$ cat src/hw/aap_regs.svh
// offsets, field positions, reset values and timing counts of the acl block
`ifndef AAP_REGS_SVH
`define AAP_REGS_SVH

// ==========================================================================
// direct register addresses
`define AAP_ADDR_IND_CTRL 8'h6E
`define AAP_ADDR_IND_OFS 8'h6F
`define AAP_ADDR_IND_DATA 8'hA0

// ==========================================================================
// indirect control fields
`define AAP_TBL_MSB 7
`define AAP_TBL_LSB 5
`define AAP_TBL_ACL 3'b010
`define AAP_PORT_MSB 3
`define AAP_PORT_LSB 0

// ==========================================================================
// indirect offsets inside the list table
`define AAP_OFS_PRIO_ACT 8'h0A
`define AAP_OFS_FWD_ACT 8'h0B
`define AAP_OFS_RS_HIGH 8'h0C
`define AAP_OFS_RS_LOW 8'h0D

// ==========================================================================
// priority action byte fields
`define AAP_PM_MSB 7
`define AAP_PM_LSB 6
`define AAP_PV_MSB 5
`define AAP_PV_LSB 3
`define AAP_RPE_BIT 2
`define AAP_RP_MSB 1
`define AAP_RP_LSB 0

// ==========================================================================
// forward map action byte fields
`define AAP_MM_MSB 6
`define AAP_MM_LSB 5
`define AAP_FWD_MSB 4
`define AAP_FWD_LSB 0
`define AAP_UNIT_BIT 4
`define AAP_CNTUP_BIT 3
`define AAP_FWD_VALID 5'h17

// ==========================================================================
// reset values
`define AAP_RST_PRIO_ACT 8'h00
`define AAP_RST_FWD_ACT 8'h00
`define AAP_RST_RS 8'h00
`define AAP_RST_IND 8'h00

// ==========================================================================
// timing
`define AAP_CLK_PERIOD_NS 40
`define AAP_US_NS 1000
`define AAP_US_CYC (`AAP_US_NS / `AAP_CLK_PERIOD_NS)
`define AAP_MS_US 1000

`endif

$ cat src/hw/aap_pkg.sv
// types of the acl action processing block
package aap_pkg;

    // priority override mode encodings
    typedef enum logic [1:0] {
        AAP_PM_QOS = 2'b00,
        AAP_PM_HIGHER = 2'b01,
        AAP_PM_LOWER = 2'b10,
        AAP_PM_REPLACE = 2'b11
    } aap_prio_mode_t;

    // forwarding map merge mode encodings
    typedef enum logic [1:0] {
        AAP_MM_LOOKUP = 2'b00,
        AAP_MM_OR = 2'b01,
        AAP_MM_AND = 2'b10,
        AAP_MM_REPLACE = 2'b11
    } aap_map_mode_t;

    typedef logic [10:0] aap_cnt_t;

endpackage : aap_pkg

$ cat src/hw/aap_action.sv
// acl action processing: priority, remark, map merge, counters, rule sets
`timescale 1ns/1ps
`include "aap_regs.svh"

module aap_action #(
    parameter int NPORT = 4
) (
    input wire logic clk,
    input wire logic rst_n,
    input wire logic [7:0] regAddr,
    input wire logic [7:0] regWrData,
    input wire logic regWrEn,
    input wire logic regRdEn,
    output logic [7:0] regRdData,
    input wire logic [2*NPORT-1:0] matchTypeSel,
    input wire logic [2*NPORT-1:0] matchQualSel,
    input wire logic pktValid,
    input wire logic [1:0] pktPort,
    input wire logic pktHit,
    input wire logic pktTagged,
    input wire logic [2:0] qosPrio,
    input wire logic [2:0] pktVlanPrio,
    input wire logic [4:0] lookupMap,
    output logic outValid,
    output logic [2:0] outPrio,
    output logic [2:0] outVlanPrio,
    output logic [4:0] outMap,
    output logic [NPORT-1:0] cntExpire,
    output logic [16*NPORT-1:0] entryGroupMask
);
    import aap_pkg::*;

    // ======================================================================
    // direct and indirect register state
    logic [7:0] indCtrl_q;
    logic [7:0] indOfs_q;
    logic [7:0] regRdData_q;
    logic [NPORT-1:0][7:0] prioAct_q;
    logic [NPORT-1:0][7:0] fwdAct_q;
    logic [NPORT-1:0][7:0] rsHigh_q;
    logic [NPORT-1:0][7:0] rsLow_q;
    logic tblIsAcl;
    logic [3:0] portNib;
    logic portOk;
    logic [1:0] portIdx;
    logic dataWr;

    // indirect decode of the table and port select
    // table and port select
    assign tblIsAcl = indCtrl_q[`AAP_TBL_MSB:`AAP_TBL_LSB] == `AAP_TBL_ACL;
    assign portNib = indCtrl_q[`AAP_PORT_MSB:`AAP_PORT_LSB];
    assign portOk = tblIsAcl && portNib >= 4'h1 &&
                    portNib <= 4'(NPORT);
    assign portIdx = 2'(portNib - 4'h1);
    assign dataWr = regWrEn && regAddr == `AAP_ADDR_IND_DATA;

    // control and offset bytes of the indirect window
    always_ff @(posedge clk) begin
        if (!rst_n) begin
            indCtrl_q <= `AAP_RST_IND;
            indOfs_q <= `AAP_RST_IND;
        end else if (regWrEn) begin
            if (regAddr == `AAP_ADDR_IND_CTRL) begin
                indCtrl_q <= regWrData;
            end
            if (regAddr == `AAP_ADDR_IND_OFS) begin
                indOfs_q <= regWrData;
            end
        end
    end

    // ======================================================================
    // microsecond and millisecond time base
    logic [7:0] usCnt_q;
    logic usTick_q;
    logic [9:0] msCnt_q;
    logic msTick_q;

    always_ff @(posedge clk) begin
        if (!rst_n) begin
            usCnt_q <= 8'h00;
            usTick_q <= 1'b0;
        end else if (usCnt_q == 8'(`AAP_US_CYC - 1)) begin
            usCnt_q <= 8'h00;
            usTick_q <= 1'b1;
        end else begin
            usCnt_q <= usCnt_q + 8'h01;
            usTick_q <= 1'b0;
        end
    end

    // millisecond tick from a thousand microsecond ticks
    always_ff @(posedge clk) begin
        if (!rst_n) begin
            msCnt_q <= 10'h000;
            msTick_q <= 1'b0;
        end else begin
            msTick_q <= 1'b0;
            if (usTick_q) begin
                if (msCnt_q == 10'(`AAP_MS_US - 1)) begin
                    msCnt_q <= 10'h000;
                    msTick_q <= 1'b1;
                end else begin
                    msCnt_q <= msCnt_q + 10'h001;
                end
            end
        end
    end

    // ======================================================================
    // per-port action bytes, rule-set mask and counter
    logic [NPORT-1:0] cntMode;
    logic [NPORT-1:0] cntExp_q;

    genvar p;
    generate
        for (p = 0; p < NPORT; p++) begin : g_port
            logic wrSel;
            aap_cnt_t cnt_q;
            aap_cnt_t limit;
            logic cntRun_q;
            logic tick;
            logic pktMatch;

            assign wrSel = dataWr && portOk && portIdx == 2'(p);

            // indirect byte storage of this port
            // action and rule-set bytes
            always_ff @(posedge clk) begin
                if (!rst_n) begin
                    prioAct_q[p] <= `AAP_RST_PRIO_ACT;
                    fwdAct_q[p] <= `AAP_RST_FWD_ACT;
                    rsHigh_q[p] <= `AAP_RST_RS;
                    rsLow_q[p] <= `AAP_RST_RS;
                end else if (wrSel) begin
                    unique case (indOfs_q)
                        `AAP_OFS_PRIO_ACT: prioAct_q[p] <= regWrData;
                        `AAP_OFS_FWD_ACT: fwdAct_q[p] <= regWrData;
                        `AAP_OFS_RS_HIGH: rsHigh_q[p] <= regWrData;
                        `AAP_OFS_RS_LOW: rsLow_q[p] <= regWrData;
                        default: ;
                    endcase
                end
            end

            assign entryGroupMask[16*p +: 16] = {rsHigh_q[p], rsLow_q[p]};

            // counting setup: match type 01 with qualifier 00
            // counting selection
            assign cntMode[p] = matchTypeSel[2*p +: 2] == 2'b01 &&
                                matchQualSel[2*p +: 2] == 2'b00;
            // limit is the action fields pm, p, rpe, rp and mm in order
            assign limit = {1'b0, prioAct_q[p],
                            fwdAct_q[p][`AAP_MM_MSB:`AAP_MM_LSB]};
            assign tick = fwdAct_q[p][`AAP_UNIT_BIT] ? msTick_q : usTick_q;
            assign pktMatch = pktValid && pktHit && pktPort == 2'(p);

            // eleven-bit counter, down on time or up on packets
            always_ff @(posedge clk) begin
                if (!rst_n) begin
                    cnt_q <= 11'h000;
                    cntRun_q <= 1'b0;
                    cntExp_q[p] <= 1'b0;
                end else begin
                    cntExp_q[p] <= 1'b0;
                    cntRun_q <= cntMode[p];
                    if (!cntMode[p]) begin
                        cnt_q <= 11'h000;
                    end else if (!fwdAct_q[p][`AAP_CNTUP_BIT]) begin
                        if (!cntRun_q) begin
                            cnt_q <= limit;
                        end else if (tick) begin
                            if (cnt_q == 11'h000) begin
                                cntExp_q[p] <= 1'b1;
                                cnt_q <= limit;
                            end else begin
                                cnt_q <= cnt_q - 11'h001;
                            end
                        end
                    end else begin
                        if (!cntRun_q) begin
                            cnt_q <= 11'h000;
                        end else if (pktMatch) begin
                            if (cnt_q + 11'h001 >= limit) begin
                                cntExp_q[p] <= 1'b1;
                                cnt_q <= 11'h000;
                            end else begin
                                cnt_q <= cnt_q + 11'h001;
                            end
                        end
                    end
                end
            end
        end
    endgenerate

    assign cntExpire = cntExp_q;

    // ======================================================================
    // host read path, one cycle after the read strobe
    logic [7:0] indRd;

    // selected indirect byte, zero for unknown offsets or ports
    always_comb begin
        indRd = 8'h00;
        if (portOk) begin
            unique case (indOfs_q)
                `AAP_OFS_PRIO_ACT: indRd = prioAct_q[portIdx];
                `AAP_OFS_FWD_ACT: indRd = fwdAct_q[portIdx];
                `AAP_OFS_RS_HIGH: indRd = rsHigh_q[portIdx];
                `AAP_OFS_RS_LOW: indRd = rsLow_q[portIdx];
                default: indRd = 8'h00;
            endcase
        end
    end

    // registered read data
    always_ff @(posedge clk) begin
        if (!rst_n) begin
            regRdData_q <= 8'h00;
        end else if (regRdEn) begin
            unique case (regAddr)
                `AAP_ADDR_IND_CTRL: regRdData_q <= indCtrl_q;
                `AAP_ADDR_IND_OFS: regRdData_q <= indOfs_q;
                `AAP_ADDR_IND_DATA: regRdData_q <= indRd;
                default: regRdData_q <= 8'h00;
            endcase
        end
    end

    assign regRdData = regRdData_q;

    // ======================================================================
    // packet action path
    logic [7:0] pa;
    logic [7:0] fa;
    aap_prio_mode_t pm;
    aap_map_mode_t mm;
    logic [2:0] pv;
    logic [4:0] am;
    logic act;
    logic [2:0] prio_d;
    logic [2:0] vlan_d;
    logic [4:0] map_d;

    assign pa = prioAct_q[pktPort];
    assign fa = fwdAct_q[pktPort];
    assign pm = aap_prio_mode_t'(pa[`AAP_PM_MSB:`AAP_PM_LSB]);
    assign pv = pa[`AAP_PV_MSB:`AAP_PV_LSB];
    assign mm = aap_map_mode_t'(fa[`AAP_MM_MSB:`AAP_MM_LSB]);
    assign am = fa[`AAP_FWD_MSB:`AAP_FWD_LSB] & `AAP_FWD_VALID;
    assign act = pktHit && !cntMode[pktPort];

    // priority override of tagged packets
    always_comb begin
        prio_d = qosPrio;
        if (act && pktTagged) begin
            unique case (pm)
                AAP_PM_QOS: prio_d = qosPrio;
                AAP_PM_HIGHER: prio_d = (pv > qosPrio) ? pv : qosPrio;
                AAP_PM_LOWER: prio_d = (pv < qosPrio) ? pv : qosPrio;
                AAP_PM_REPLACE: prio_d = pv;
            endcase
        end
    end

    // vlan priority remark
    // remark on enable
    assign vlan_d = (act && pa[`AAP_RPE_BIT]) ?
                    {1'b0, pa[`AAP_RP_MSB:`AAP_RP_LSB]} : pktVlanPrio;

    // forwarding map merge
    always_comb begin
        map_d = lookupMap;
        if (act) begin
            unique case (mm)
                AAP_MM_LOOKUP: map_d = lookupMap;
                AAP_MM_OR: map_d = am | lookupMap;
                AAP_MM_AND: map_d = am & lookupMap;
                AAP_MM_REPLACE: map_d = am;
            endcase
        end
    end

    logic outValid_q;
    logic [2:0] outPrio_q;
    logic [2:0] outVlan_q;
    logic [4:0] outMap_q;

    // result register, one cycle after the packet is presented
    always_ff @(posedge clk) begin
        if (!rst_n) begin
            outValid_q <= 1'b0;
            outPrio_q <= 3'h0;
            outVlan_q <= 3'h0;
            outMap_q <= 5'h00;
        end else begin
            outValid_q <= pktValid;
            if (pktValid) begin
                outPrio_q <= prio_d;
                outVlan_q <= vlan_d;
                outMap_q <= map_d;
            end
        end
    end

    assign outValid = outValid_q;
    assign outPrio = outPrio_q;
    assign outVlanPrio = outVlan_q;
    assign outMap = outMap_q;

endmodule : aap_action

$ cat config.mk
export PLATFORM = sky130hd
export DESIGN_NAME = aap_action
export DESIGN_NICKNAME = d
export VERILOG_FILES = /design/src/hw/aap_pkg.sv /design/src/hw/aap_action.sv
export VERILOG_INCLUDE_DIRS = /design/src /design/src/hw
export SDC_FILE = /design/constraint.sdc
export NUM_CORES = 1
export LEC_CHECK = 0
export BUFFER_PORTS_ARGS = -buffer_cell sky130_fd_sc_hd__buf_2
export CORE_AREA = 2 2 180 200
export CTS_BUF_LIST = sky130_fd_sc_hd__clkbuf_8
export DETAILED_ROUTE_END_ITERATION = 8
export DIE_AREA = 0 0 182 202
export SYNTH_ARGS = -nofsm -noshare
export SYNTH_HDL_FRONTEND = slang
export SYNTH_SLANG_ARGS = --single-unit
$ cat constraint.sdc
create_clock -name clk -period 7.9 [get_ports clk]
set_clock_uncertainty 0.15 [all_clocks]
set_input_delay 0.395 -clock clk [delete_from_list [all_inputs] [get_ports clk]]
set_output_delay 0.395 -clock clk [all_outputs]
set_load 0.01 [all_outputs]
## After elaboration in Yosys (flattened, before gate mapping)

Cells that the tools add are included.
Widths: inputs -> output; s select.

- Bits in registers: 236
- Logic and storage cells: 245
- Output and inout bits: 88
- Bits of input ports: 52

- Bitwise operators: 3
- Equal/unequal tests: 34
- Add/sub/neg operators: 11
- Reduce and logical (&&, ||, !) cells: 61
- Multiplexer cells: 87
- $lt $le $gt $ge: 10

Operators by type and width:

| cell | number |
|---|---|
| $mux 11 | 28 |
| $bmux 8 s2 | 6 |
| $reduce_and 2->1 | 27 |
| $mux 8 | 6 |
| $add 11x1->11 const B | 4 |
| $ge 11x10->1 | 4 |
| $logic_not 11->1 | 4 |
| $sub 11x1->11 const B | 4 |
| $mux 1 | 35 |
| $eq 8x4->1 const B | 4 |
| $pmux 8 s4 | 1 |
| $ne 3x2->1 const B | 8 |
| $pmux 8 s3 | 1 |
| $logic_and 1x1->1 | 20 |
| $pmux 5 s4 | 1 |
| $eq 2x1->1 const B | 8 |
| $eq 2x2->1 const B | 8 |
| $eq 8x7->1 const B | 2 |
| $logic_not 2->1 | 8 |
| $mux 3 | 4 |
| $pmux 3 s4 | 1 |
| $add 10x1->10 const B | 1 |
| $eq 10x10->1 const B | 1 |
| $mux 10 | 1 |
| 18 further kinds | 19 |

## Longest topological paths before layout

- Depth after elaboration: 8
- Depth in mapped cells: 14
- Mapped depth without buffers: 13

## Least setup slack after synthesis

No wires, ideal clock.

- Path type: register to register
- From: register indCtrl_q[0]
- To: register regRdData_q[2] (netlist: regRdData[2])
- Stages on the path, launching flop included: 11
- Period minus slack after synthesis: 3.375 ns
- Setup time: 0.136 ns
- Data required time: 7.614 ns
- Data arrival time: 3.089 ns
- Setup slack: 4.525 ns
- Path buffers: 4
- Cell sequence: dfxtp_1 clkbuf_1 buf_1 inv_1 ha_1 clkbuf_1 clkbuf_1 mux4_2 nor2b_1 o41ai_1 a31oi_1

- Longest elaborated chain between the ends: 6
- Elaborated cells on any way between the ends: 16
- Those cells by class: add/sub (1); order compare (2); mux (11); reduce/logical (2)

RTL lines:

| what | line | RTL |
|---|---|---|
| start: declaration | aap_action.sv:35 | `logic [7:0] indCtrl_q;` |
| start signal: assignment | aap_action.sv:60 | `` indCtrl_q <= `AAP_RST_IND; `` |
| start signal: assignment | aap_action.sv:64 | `indCtrl_q <= regWrData;` |
| $sub 2x1->2 | aap_action.sv:54 | `assign portIdx = 2'(portNib - 4'h1);` |
| $bmux 8 s2 (on tied branches) | n/a |  |
| $mux 8 (on tied branches) | n/a |  |
| $pmux 8 s4 | aap_action.sv:207 | `unique case (indOfs_q)` |
| $mux 8 * | aap_action.sv:206 | `if (portOk) begin` |
| $pmux 8 s3 * | aap_action.sv:222 | `unique case (regAddr)` |
| end signal: assignment | aap_action.sv:223 | `` `AAP_ADDR_IND_CTRL: regRdData_q <= indCtrl_q; `` |
| end signal: assignment | aap_action.sv:224 | `` `AAP_ADDR_IND_OFS: regRdData_q <= indOfs_q; `` |
| end signal: assignment | aap_action.sv:225 | `` `AAP_ADDR_IND_DATA: regRdData_q <= indRd; `` |
| end: declaration | aap_action.sv:37 | `logic [7:0] regRdData_q;` |

Mark *: on every way between the ends. The rest lies on a longest branch, timed or not. The select of a mux whose other input is x is not followed.
A chain may end at the register's enable or synchronous reset.

## Worst setup path in the final report

- From: register g_port[3].cnt_q[0]
- To: register g_port[3].cnt_q[6]

- Longest elaborated chain between the ends: 6
- Elaborated cells on any way between the ends: 11
- Those cells by class: add/sub (2); order compare (1); mux (7); reduce/logical (1)

RTL lines:

| what | line | RTL |
|---|---|---|
| start: declaration | aap_action.sv:119 | `aap_cnt_t cnt_q;` |
| start signal: assignment | aap_action.sv:171 | `cnt_q <= limit;` |
| start signal: assignment | aap_action.sv:175 | `cnt_q <= limit;` |
| start signal: assignment | aap_action.sv:177 | `cnt_q <= cnt_q - 11'h001;` |
| $add 11x1->11 | aap_action.sv:184, aap_action.sv:188 |  |
| $ge 11x10->1 | aap_action.sv:184 | `if (cnt_q + 11'h001 >= limit) begin` |
| $mux 11 | aap_action.sv:184 |  |
| $mux 11 | aap_action.sv:183 | `end else if (pktMatch) begin` |
| $mux 11 | aap_action.sv:181 | `if (!cntRun_q) begin` |
| $mux 11 * | aap_action.sv:169 | `` end else if (!fwdAct_q[p][`AAP_CNTUP_BIT]) begin `` |

Marked as above.

==> metrics.yaml <==
clocking:
  clockBufferDepth: 3
  clock_sinks: 236
  clk_pin_slew_ns: 0.07
  cts-root-buf: "clkbuf_8"
  clock_latency_ns: 0.59
  cts_tree: "yes"
  cts_resized: 0
  numCtsBuffers: 42
  cts_htree_levels: 2
flow_run:
  cap_viol_max_count: 0
routing:
  wl_per_cell_um: 19.35
  drt_first_pass_iters: 6
  final_antenna_net_count: 0
  drt_iter0_drc: 1026
  vias: 13250
  routed_via_density: 5.740
  routed_wl_um: 44670
  remaining_drc_errors: 0
setup_path:
  cpPeakStageDelay_ns: 0.97
  start_kind: "flip-flop"
  critPathMaxFanout: 11
  ff2ff_path_depth: 13
  crit_type: "reg2reg"
  crit_start: "g_port[3].cnt_q[0]$_SDFFE_PN0P_"
  required_ns: 8.19
  cp-endpoint: "g_port[3].cnt_q[6]$_SDFFE_PN0P_"
  r2r-start: "g_port[3].cnt_q[0]$_SDFFE_PN0P_"
  reg2reg_slack_ns: 3.91
  slowest_stage: "nor3_1"
  worstSetupEndpointType: "flip-flop"
  crit_chain: "ha_1 > nand3_1 > nor2_1 > and3_1 > xnor2_1 > inv_1 > ha_1 > a21o_1 > a21oi_1 > nand3_1 > nor3_1 > nand2_1 > o311ai_0"
  r2r_end: "g_port[3].cnt_q[6]$_SDFFE_PN0P_"
  arrival_ns: 4.28
synthesis:
  synth_area_sq_mm: 0.01377
  synthArstFlopShare_pct: 0
  syn_nets: 1857
  yosysWarnings: 0
  synth_commonest_cells: "nand2_1, dfxtp_1, a21oi_1, nor2_1, clkbuf_1"
  synthTopCellsByArea: "dfxtp_1, nand2_1, mux4_2"
  yosysSeqAreaShare_pct: 34.30
  syn_avg_cell_area_sq_um: 7.893
  yosys_register_bits: 236
  ys.flop_type: "dfxtp_1"
  synth_top_area_share_pct: 34.30
  synth.distinct_cells: 70
  yosys.area.top_type: "dfxtp_1"
  synth_edf_count: 0
  synth_most_common_cell: "nand2_1"
  syn_inst: 1745
sta:
  slew_headroom_pct: 15.59
  tightest_slew_ns: 1.266
  final_hold_viol_count: 0
  fin_crit_ns: 3.986
  finalSetupViolCount: 0
  hold_ws_ns: 0.04870
  setup_tns_ns: 0
  rsz0062_at_grt: "false"
  drv_slew: 0
  fin_crit_sh_pct: 50.46
  max_freq_mhz: 250.9
global_route:
  grt_busiest_layer: "met2"
  grt_overflow: 0
  grt_pass1_vias: 12600
  grtUsageMet3_pct: 4.811
  antenna_found_initial: 0
  grt_max_degree: 83
  grt_usage_pct: 23.99
  grt_pass1_wl_um: 70570
  globalRouteMet1Util_pct: 31.24
  met2_usage_pct: 39.24
worst_hold_path:
  min_path_type: "in2reg"
die:
  die_area_sq_mm: 0.03676
  initial_core_util_pct: 39.61
  die_h_um: 202
  ios: 140
  core_area_sq_mm: 0.03477
  fp.dieW_um: 182
  rows: 72
status:
  run_status: "complete, no violations"
cells_and_area:
  fillCellCount: 3496
  antennaDiodeCount: 0
  seqCellArea_sq_mm: 0.004726
  drive_gt1_share_pct: 15.23
  syn2layout_area_growth_pct: 13.45
  fin_area_sq_mm: 0.01563
  fin_nets: 1946
  multiInputGateArea_sq_mm: 0.008351
power_and_ir_drop:
  cellPowerDensity_mw_per_mm2: 160.3
  power.leakage_nw: 5.729
  ir_drop_uv: 94.26
placed_design:
  portBuffers: 139
  post-dp-hpwl_um: 31800
  dpl_cell_area_sq_mm: 0.01463
  gp_congestion: 0.9477
repair_timing:
action                                 4_1_cts  5_1_grt
hold buffers                                12        0
endpoints found under the hold margin       11        0
setup buffers                                0        0
report_power, final:
group | internal (mW) | total [mW] | switching, mW
sequential | 1.20 | 1.20 | 0.00595
clock | 0.649 | 1.20 | 0.549
combinational | 0.0318 | 0.103 | 0.0716
stage by stage:
stage               std cells  setup slack (ns)  utilization (%)  total power, mW
global placement         2222             4.055            42.08            1.326
finish                   2309             3.914            44.94            2.506
detailed placement       2222             3.953            42.08            1.327
floorplan                1745             4.525                -            1.284
global route             2309             3.553            44.94            2.594
CTS                      2309             3.955            44.94            2.536
cells in the final DEF (no fill, tap or decap), drive strengths merged, types with 8 or more instances in the layout:
cell type,netlist,layout
nor3,26,26
buf,15,146
inv,67,80
dlygate4sd3,0,12
and3,19,19
xnor2,44,44
nand3,80,80
or2,11,11
nand2b,13,13
nor4b,8,8
a22oi,19,19
a211oi,15,15
nor2,124,124
o21ai,70,70
dfxtp,236,236
mux2i,18,18
or3,9,9
nor4,17,17
mux4,46,46
nand2,356,356
nand4,19,19
clkinv,0,8
ha,60,60
a21oi,199,199
xor2,24,24
o41ai,8,8
nor2b,36,36
clkbuf,98,50
a31oi,18,18
worst max-delay path: cells and delay by family, from the launching register on:
| family | cells | cell delay [ns] |
|---|---|---|
| adders and majority gates | 2 | 0.53 |
| buffers and inverters | 1 | 0.07 |
| xor gates and xnor gates | 1 | 0.15 |
| and+or+nand+nor | 6 | 1.82 |
| DFF | 1 | 0.41 |
| AOI/OAI and AO/OA | 3 | 0.71 |
how the worst min path moves through the flow:
stage / startpoint / end / cells past startpoint
after detailed placement: outMap[0]$_SDFFE_PN0P_ / outMap[0]$_SDFFE_PN0P_ / 2
after global placement: outMap[1]$_SDFFE_PN0P_ / outMap[1]$_SDFFE_PN0P_ / 2
after floorplan: fwdAct_q[15]$_SDFFE_PN0P_ / fwdAct_q[15]$_SDFFE_PN0P_ / 2
after CTS: regRdEn / regRdData[1]$_SDFFE_PN0P_ / 2
after global routing: regRdEn / regRdData[1]$_SDFFE_PN0P_ / 2
final: regRdEn / regRdData[1]$_SDFFE_PN0P_ / 2
logic make-up (layout without fill, tap and decap cells):
logic type,count (synthesis),count (layout),synth area share (%)
simple gates,747,747,25.15
compound gates,390,390,16.82
flops,236,236,34.30
buf+inv,180,300,5.114
xor+xnor,68,68,4.324
mux,64,64,8.830
fa+ha+maj,60,60,5.451
sequential cells by signal, summed over array words and instances (netlist names), 10 cells and up:
register and flops:
entryGroupMask 64, g_port.cnt_q 44, g_port.limit 32, msCnt_q 10
fwdAct_q 32
routing by layer:
layer | vias to the layer above | part of all wire (%)
met4 | 0 | 3.4
met3 | 101 | 7.7
met5 | - | 0
met1 | 6290 | 42
met2 | 540 | 47
li1 | 6322 | -
area by class of cell:
type | count | area share (%)
clock buffer | 50 | 4.404
clock inverter | 25 | 1.177
inverter | 67 | 1.625
multi-input combinational | 1329 | 53.44
sequential | 236 | 30.24
tap | 444 | 3.555
timing repair buffer | 158 | 5.557
Note: power is estimated with default switching activity, not from simulation.
